`src/logic/iba_arbiter_cfg.svh`:
```
// register layout, reset value and field positions of the arbiter control register
`ifndef IBA_ARBITER_CFG_SVH
`define IBA_ARBITER_CFG_SVH

`define IBA_CTRL_OFFSET      8'h00
`define IBA_STATUS_OFFSET    8'h04
`define IBA_ADDR_WIDTH       8
// ethernet=11, dma=10, internal=01, core=00
`define IBA_CTRL_RESET       32'h00e1_0000
`define IBA_CTRL_WRITE_MASK  32'h03ff_7f00
`define IBA_BOOST_BIT        25
`define IBA_WIDE_BIT         24
`define IBA_ETH_PRI_LSB      22
`define IBA_DMA_PRI_LSB      20
`define IBA_CORE_PRI_LSB     18
`define IBA_INT_PRI_LSB      16
`define IBA_FIXED_BIT        14
`define IBA_TIMEOUT_BIT      13
`define IBA_PARK_BIT         12
`define IBA_LOCK_LSB         8
// fallback codes packed as {ethernet, dma, internal, core}, so internal=01 sits above core=00
`define IBA_DEFAULT_PRI      8'he4
`define IBA_CORE_IDX         2'h0
`define IBA_NUM_MASTERS      4

`endif

```
`src/logic/iba_arbiter_pkg.sv`:
```
// types shared by the internal bus arbiter
package iba_arbiter_pkg;
    // per-master priority codes, index 0 core, 1 internal, 2 dma, 3 ethernet
    typedef logic [3:0][1:0] iba_prio_type;

    // request bundle from the four masters
    typedef struct packed {
        logic [3:0] request;     // master wants the bus
        logic [3:0] complete;    // master finished its current transfer
        logic       dmaUrgent;   // dma bandwidth control asks for elevation
    } iba_req_type;

    typedef enum logic [1:0] {
        IBA_FIXED_ARB  = 2'b01,
        IBA_ROUND_ARB  = 2'b10
    } iba_mode_type;
endpackage

```
`src/logic/iba_internal_bus_arbiter.sv`:
```
// four-port pipelined internal bus arbiter with control register
//
// What this block does
// - pointed master granted at once when free
// - other requesters wait one pipeline cycle
// - immediate winner excluded from next pointer unless it is the only requester
// - fixed mode points at highest priority
// - round robin adds last finished master priority mod 4
// - finished master goes to twice its code mod 4, others shift by its code
// - bit 14 selects fixed, round robin reset
// - idle parks last or highest by bit 12
// - round robin ignores timeout and lockout fields
// - fixed winner keeps bus until transfers done
// - timeout enable counts denial cycles per master
// - lockout forces round robin until cleared
// - lockout limit is two to field value
// - two-bit priority field per master
// - reset order ethernet, dma, internal, core
// - duplicate priorities fall back to reset order
// - bit 25 lets dma elevate its priority
// - bit 24 drives dma wide byte count
//
// The implementer's own choices: the plain strobed port and the address map.
`timescale 1ns/100ps
`default_nettype none
`include "iba_arbiter_cfg.svh"

module iba_internal_bus_arbiter #(
    parameter int LOCK_WIDTH = 16
) (
    input  wire logic                          clk,
    input  wire logic                          rst,
    input  wire logic [`IBA_ADDR_WIDTH-1:0]    regAddr,
    input  wire logic [31:0]                   regWriteData,
    input  wire logic                          regWrite,
    input  wire logic                          regRead,
    output logic [31:0]                        regReadData,
    input  wire iba_arbiter_pkg::iba_req_type  masterReq,
    input  wire logic                          addrPhaseFree,
    output logic [3:0]                         grant,
    output logic [1:0]                         arbPointer,
    output logic                               dma_bandwidth_boost_en,
    output logic                               dma_wide_byte_count
);

    logic [31:0]                    arbiter_control;
    logic [1:0]                     ownerIdx;
    logic                           ownerValid;
    logic [1:0]                     lastActive;
    logic [3:0][LOCK_WIDTH-1:0]     denyCount;
    logic                           lockActive;
    logic [1:0]                     rrBase;
    iba_arbiter_pkg::iba_prio_type  prio;
    iba_arbiter_pkg::iba_mode_type  mode;
    logic [3:0]                     pending;
    logic [1:0]                     next_pointer;
    logic [LOCK_WIDTH-1:0]          lockLimit;
    logic                           ownerBusy;
    logic                           immediate;

    // true when all four codes differ
    function automatic logic prio_unique(input logic [7:0] f);
        logic ok;
        ok = 1'b1;
        for (int i = 0; i < 4; i++) begin
            for (int j = i + 1; j < 4; j++) begin
                if (f[2*i +: 2] == f[2*j +: 2]) begin
                    ok = 1'b0;
                end
            end
        end
        return ok;
    endfunction

    // highest scoring requester among a set, ties go to the lower index
    function automatic logic [1:0] pick_best(input logic [3:0] set,
                                             input iba_arbiter_pkg::iba_prio_type score);
        logic [1:0] best;
        logic [2:0] bestScore;
        best = 2'h0;
        bestScore = 3'h0;
        for (int k = 0; k < 4; k++) begin
            if (set[k] && ({1'b0, score[k]} + 3'h1) > bestScore) begin
                best = 2'(k);
                bestScore = {1'b0, score[k]} + 3'h1;
            end
        end
        return best;
    endfunction

    // control register; writes only touch defined bits so reserved stay zero
    always_ff @(posedge clk) begin
        if (rst) begin
            arbiter_control <= `IBA_CTRL_RESET;
        end else if (regWrite && regAddr == `IBA_CTRL_OFFSET) begin
            arbiter_control <= regWriteData & `IBA_CTRL_WRITE_MASK;
        end
    end

    // read data stands the cycle after the strobe only
    always_ff @(posedge clk) begin
        if (rst) begin
            regReadData <= 32'h0000_0000;
        end else if (regRead) begin
            case (regAddr)
                `IBA_CTRL_OFFSET:   regReadData <= arbiter_control;
                `IBA_STATUS_OFFSET: regReadData <= {24'h00_0000, lockActive, ownerValid,
                                                    lastActive, ownerIdx, arbPointer};
                default:            regReadData <= 32'h0000_0000;
            endcase
        end else begin
            regReadData <= 32'h0000_0000;
        end
    end

    assign dma_wide_byte_count    = arbiter_control[`IBA_WIDE_BIT];
    assign dma_bandwidth_boost_en = arbiter_control[`IBA_BOOST_BIT];

    // programmed priorities, or reset order when codes collide
    always_comb begin
        logic [7:0] field;
        field = {arbiter_control[`IBA_ETH_PRI_LSB +: 2], arbiter_control[`IBA_DMA_PRI_LSB +: 2],
                 arbiter_control[`IBA_INT_PRI_LSB +: 2], arbiter_control[`IBA_CORE_PRI_LSB +: 2]};
        if (!prio_unique(field)) begin
            field = `IBA_DEFAULT_PRI;
        end
        prio = field;
    end

    // lockout only matters in fixed mode with timeout enabled
    assign lockLimit = LOCK_WIDTH'(1) << arbiter_control[`IBA_LOCK_LSB +: 4];
    assign mode = (arbiter_control[`IBA_FIXED_BIT] && !lockActive) ?
                  iba_arbiter_pkg::IBA_FIXED_ARB : iba_arbiter_pkg::IBA_ROUND_ARB;

    // owner holds bus until it reports completion
    assign ownerBusy = ownerValid && !masterReq.complete[ownerIdx];
    assign immediate = addrPhaseFree && !ownerBusy && masterReq.request[arbPointer];

    // one-hot grant, only to the pointed master
    always_comb begin
        grant = 4'h0;
        if (immediate) begin
            grant[arbPointer] = 1'b1;
        end
    end

    // requesters left for the next pointer once the immediate winner is removed
    always_comb begin
        pending = masterReq.request;
        if (immediate) begin
            pending[arbPointer] = 1'b0;
        end
    end

    // next pointer: fixed, round robin or park
    always_comb begin
        iba_arbiter_pkg::iba_prio_type eff;
        logic [1:0] top;
        eff = prio;
        if (arbiter_control[`IBA_BOOST_BIT] && masterReq.dmaUrgent) begin
            eff[2] = 2'h3;
        end
        top = pick_best(4'hf, prio);
        if (mode == iba_arbiter_pkg::IBA_ROUND_ARB) begin
            for (int m = 0; m < 4; m++) begin
                eff[m] = 2'(eff[m] + prio[rrBase]);
            end
        end
        if (pending != 4'h0) begin
            next_pointer = pick_best(pending, eff);
        end else if (masterReq.request != 4'h0) begin
            next_pointer = arbPointer;
        end else if (arbiter_control[`IBA_PARK_BIT]) begin
            next_pointer = top;
        end else begin
            next_pointer = lastActive;
        end
    end

    // pointer is registered: a non-pointed requester waits at least a cycle
    always_ff @(posedge clk) begin
        if (rst) begin
            arbPointer <= `IBA_CORE_IDX;
        end else if (!ownerBusy) begin
            arbPointer <= next_pointer;
        end
    end

    // ownership and the round robin base rotate on completion
    always_ff @(posedge clk) begin
        if (rst) begin
            ownerValid <= 1'b0;
            ownerIdx   <= `IBA_CORE_IDX;
            lastActive <= `IBA_CORE_IDX;
            rrBase     <= `IBA_CORE_IDX;
        end else begin
            if (immediate) begin
                ownerValid <= 1'b1;
                ownerIdx   <= arbPointer;
                lastActive <= arbPointer;
            end else if (ownerValid && masterReq.complete[ownerIdx]) begin
                ownerValid <= 1'b0;
            end
            if (ownerValid && masterReq.complete[ownerIdx]) begin
                rrBase <= ownerIdx;
            end
        end
    end

    // denial counters saturate so a long wait cannot wrap back under the limit
    always_ff @(posedge clk) begin
        if (rst || !arbiter_control[`IBA_TIMEOUT_BIT] || !arbiter_control[`IBA_FIXED_BIT]) begin
            denyCount <= '0;
        end else begin
            for (int n = 0; n < 4; n++) begin
                if (masterReq.request[n] && !grant[n]) begin
                    if (denyCount[n] != {LOCK_WIDTH{1'b1}}) begin
                        denyCount[n] <= denyCount[n] + LOCK_WIDTH'(1);
                    end
                end else begin
                    denyCount[n] <= '0;
                end
            end
        end
    end

    // lock stays until every counter has dropped below the limit
    always_comb begin
        lockActive = 1'b0;
        for (int p = 0; p < 4; p++) begin
            if (denyCount[p] >= lockLimit) begin
                lockActive = 1'b1;
            end
        end
    end

endmodule
`default_nettype wire

```
`config.mk`:
```
export PLATFORM = sky130hd
export DESIGN_NAME = iba_internal_bus_arbiter
export DESIGN_NICKNAME = d
export VERILOG_FILES = /design/src/logic/iba_arbiter_pkg.sv /design/src/logic/iba_internal_bus_arbiter.sv
export VERILOG_INCLUDE_DIRS = /design/src /design/src/logic
export SDC_FILE = /design/constraint.sdc
export NUM_CORES = 1
export LEC_CHECK = 0
export BUFFER_PORTS_ARGS = -buffer_cell sky130_fd_sc_hd__buf_2
export CORE_MARGIN = 4
export CORE_UTILIZATION = 40
export CTS_CLUSTER_DIAMETER = 60
export DETAILED_ROUTE_END_ITERATION = 16
export SLEW_MARGIN = 30
export SYNTH_ARGS = -nofsm -noshare
export SYNTH_HDL_FRONTEND = slang
export SYNTH_SLANG_ARGS = --single-unit
```
`constraint.sdc`:
```
create_clock -name clk -period 5.94 [get_ports clk]
set_input_delay 0.594 -clock clk [delete_from_list [all_inputs] [get_ports clk]]
set_output_delay 0.594 -clock clk [all_outputs]
set_load 0.05 [all_outputs]
```
==> flow_summary.json <==
{
  "crit_required_ps": 6160,
  "pwr_density_cell_nw_per_um2": 175,
  "insertion_delay_ps": 370,
  "reg2reg_depth": 36,
  "r2r_start": "arbiter_control[11]",
  "synth.top_cell.area_share_pct": 30.9,
  "synth_edf_count": 0,
  "die_height_um": 142,
  "status": "complete, but fails checks",
  "fmax_mhz": 158,
  "worstSetupPathType": "reg -> reg",
  "switching_power_w": 0.000411,
  "synth_flop_cell": "dfxtp_1",
  "cp_max_fo": 5,
  "tns_ps": -780,
  "postPlaceCellArea_um2": 8160,
  "clockPowerShare_pct": 39.9,
  "cts_inserted_buffers": 9,
  "placed_cells": 1184,
  "clock-sinks": 111,
  "finalHoldViolations": 0,
  "final_common_cell": "dfxtp_1",
  "cp-start-kind": "flop",
  "antenna_found_initial": 0,
  "p_leak_nw": 3.69,
  "drt-initial-drc-count": 278,
  "setup_ws_ps": -407,
  "io_buffer_count": 71,
  "wl_per_cell_um": 14.7,
  "rsz0062_at_grt": "yes",
  "area_growth_pct": 21.2,
  "max_stage_delay_ps": 410,
  "min_from": "regWriteData[21]",
  "place_worst_setup_slack_ps": -448,
  "fin_crit_ps": 6350,
  "cp_common_cell": "buf_4",
  "yosys-top-cells-area": "dfxtp_1, ha_1, nand2_1",
  "syn_area_um2": 7200,
  "cts.reportedPaths.clkPinSlew_ps": 80,
  "drcViolationCount": 0,
  "dp_hpwl_um": 13700,
  "gp_congestion": 0.839,
  "grt-ovfl-total": 0,
  "switching_share_pct": 27.0,
  "ys_seq_area_share_pct": 30.9,
  "maxCapViolations": 0,
  "via_per_inst": 5.17,
  "track_usage_pct": 18.1,
  "violations": "setup timing",
  "synthArstFlopShare_pct": 0,
  "grt_pass1_wl_um": 29900,
  "drt-pass1-iter-count": 4,
  "peakVddDrop_uv": 167,
  "ys_warn_count": 0,
  "cts_tree": "yes",
  "diodes": 0,
  "grt_max_degree": 28,
  "root_buffer": "clkbuf_16",
  "finalClockSkew_ps": 11.1,
  "r2r_end": "arbPointer[0]",
  "fin_nets": 1132,
  "synth-seq-cells": 111,
  "die_w_um": 142,
  "crit_path_top_delay_cell": "o32a_1",
  "internal_power_w": 0.00111,
  "endpoint_kind": "flop",
  "ant_nets": 0,
  "yosysUniqueCellTypes": 70,
  "holdBufCountCts": 0,
  "drive_gt1_share_pct": 21.9,
  "fin_crit_sh_pct": 107,
  "hold-path-cell-count": 3,
  "die_area_um2": 20200,
  "rrSetupSlack_ps": -410,
  "cts.path.max_buffers": 2,
  "core_um2": 17500,
  "combinationalPowerShare_pct": 10.2,
  "postLayoutCellArea_um2": 8720,
  "hold_class": "in -> reg",
  "seqPwrFrac_pct": 49.9,
  "min_to": "arbiter_control[21]",
  "rows": 48,
  "routed_wl_um": 17900,
  "syn_area_per_cell_um2": 8.38,
  "layout_common_cells": "dfxtp_1, nand2_1, ha_1, nor2_1, buf_4",
  "yosysTopAreaCell": "dfxtp_1",
  "slew_headroom_pct": 46.8,
  "worstMarginPinSlew_ps": 796,
  "start_util_pct": 41.2,
  "slew_viol_final": 0,
  "crit_arrival_ps": 6570,
  "fin_cells": 1212,
  "netlist_instances": 859,
  "htree_levels": 3,
  "vias": 6271,
  "ios": 94,
  "setup_violations": 2,
  "grt_pass1_vias": 6115
}
-- cell usage after synthesis (8+ instances only) --
master,count
nor2b_1,14
and3_1,16
buf_4,9
a21o_1,8
ha_1,96
o21ai_0,21
nand2_1,105
nor3_1,14
nor2_1,87
and2_1,27
mux2i_1,11
nand4_1,18
a31oi_1,9
a21oi_1,45
dfxtp_1,111
clkbuf_1,26
inv_1,29
xnor2_1,17
nand3_1,36
xor2_1,45
nand2b_1,10
-- sequential cells by signal, indices dropped and copies added, names as in the netlist --
signal / flops
rrBase: 2
denyCount: 64
arbPointer: 2
arbiter_control: 17
ownerValid: 1
regReadData: 23
lastActive: 2
-- metal layers --
metal  up-vias  share of wire [%]  global-route usage [%]
li1       3279                  -                       -
met1      2898                 47                    23.8
met2        84                 49                    30.6
met3        10                3.6                    3.90
met4         0               0.92                    3.54
met5         -                  0                       0
-- layout make-up --
cell class | instances | area (um2)
multi-input cells | 686 | 4890
clock buffers | 9 | 225
repair buffers | 145 | 915
flip-flops and latches | 111 | 2230
fillers | 1715 | 8750
clock inverters | 7 | 66.3
well taps | 225 | 282
inverters | 29 | 109
-- cells by family after synthesis --
family	Yosys count	share of synthesized area, %
buffers and inverters	68	4.12
AOI/OAI and AO/OA	140	12.7
DFF	111	30.9
other	1	0.0521
xor gates and xnor gates	62	7.55
muxes	16	2.78
adders and majority gates	96	16.7
and+or+nand+nor	365	25.2
-- worst max-delay path by stage --
stage,startpoint,end,cells past startpoint
finish,arbiter_control[11],arbPointer[0],36
CTS,arbiter_control[10],arbPointer[0],31
floorplan,arbiter_control[11],arbPointer[0],34
global placement,arbiter_control[10],arbPointer[0],33
global route,arbiter_control[11],arbPointer[0],32
detailed placement,arbiter_control[10],arbPointer[0],32
-- stage by stage --
stage                     util, %  total power, W  hold slack (ps)
after CTS                    49.3         0.00153              436
after global routing         49.9         0.00159              439
after detailed placement     46.7        0.000910              466
after floorplan                 -        0.000868              440
final                        49.9         0.00152              442
after global placement       46.7        0.000908              452
-- power by group through the flow --
stage,Clock [W],Combinational [W],Sequential [W]
after global placement,0,0.000129,0.000779
after CTS,0.000627,0.000141,0.000761
after floorplan,0,0.0000888,0.000779
after detailed placement,0,0.000130,0.000779
after global routing,0.000654,0.000170,0.000763
final,0.000608,0.000155,0.000761
-- worst max-delay path: cells and delay by family (launching register included) --
kind                     cells  cell delay [ps]
AND/OR/NAND/NOR             10             1380
adder cells (fa/ha/maj)      4             1010
AO/OA/AOI/OAI               14             2620
buffers and inverters        8              840
flip-flops                   1              340
-- repair_timing --
item,4_1_cts,5_1_grt
pin swaps,9,18
gates resized for setup,23,20
setup buffers,11,1
cloned,0,0
setup endpoints to repair,2,2
No activity file was read; power rests on OpenSTA's default activity.
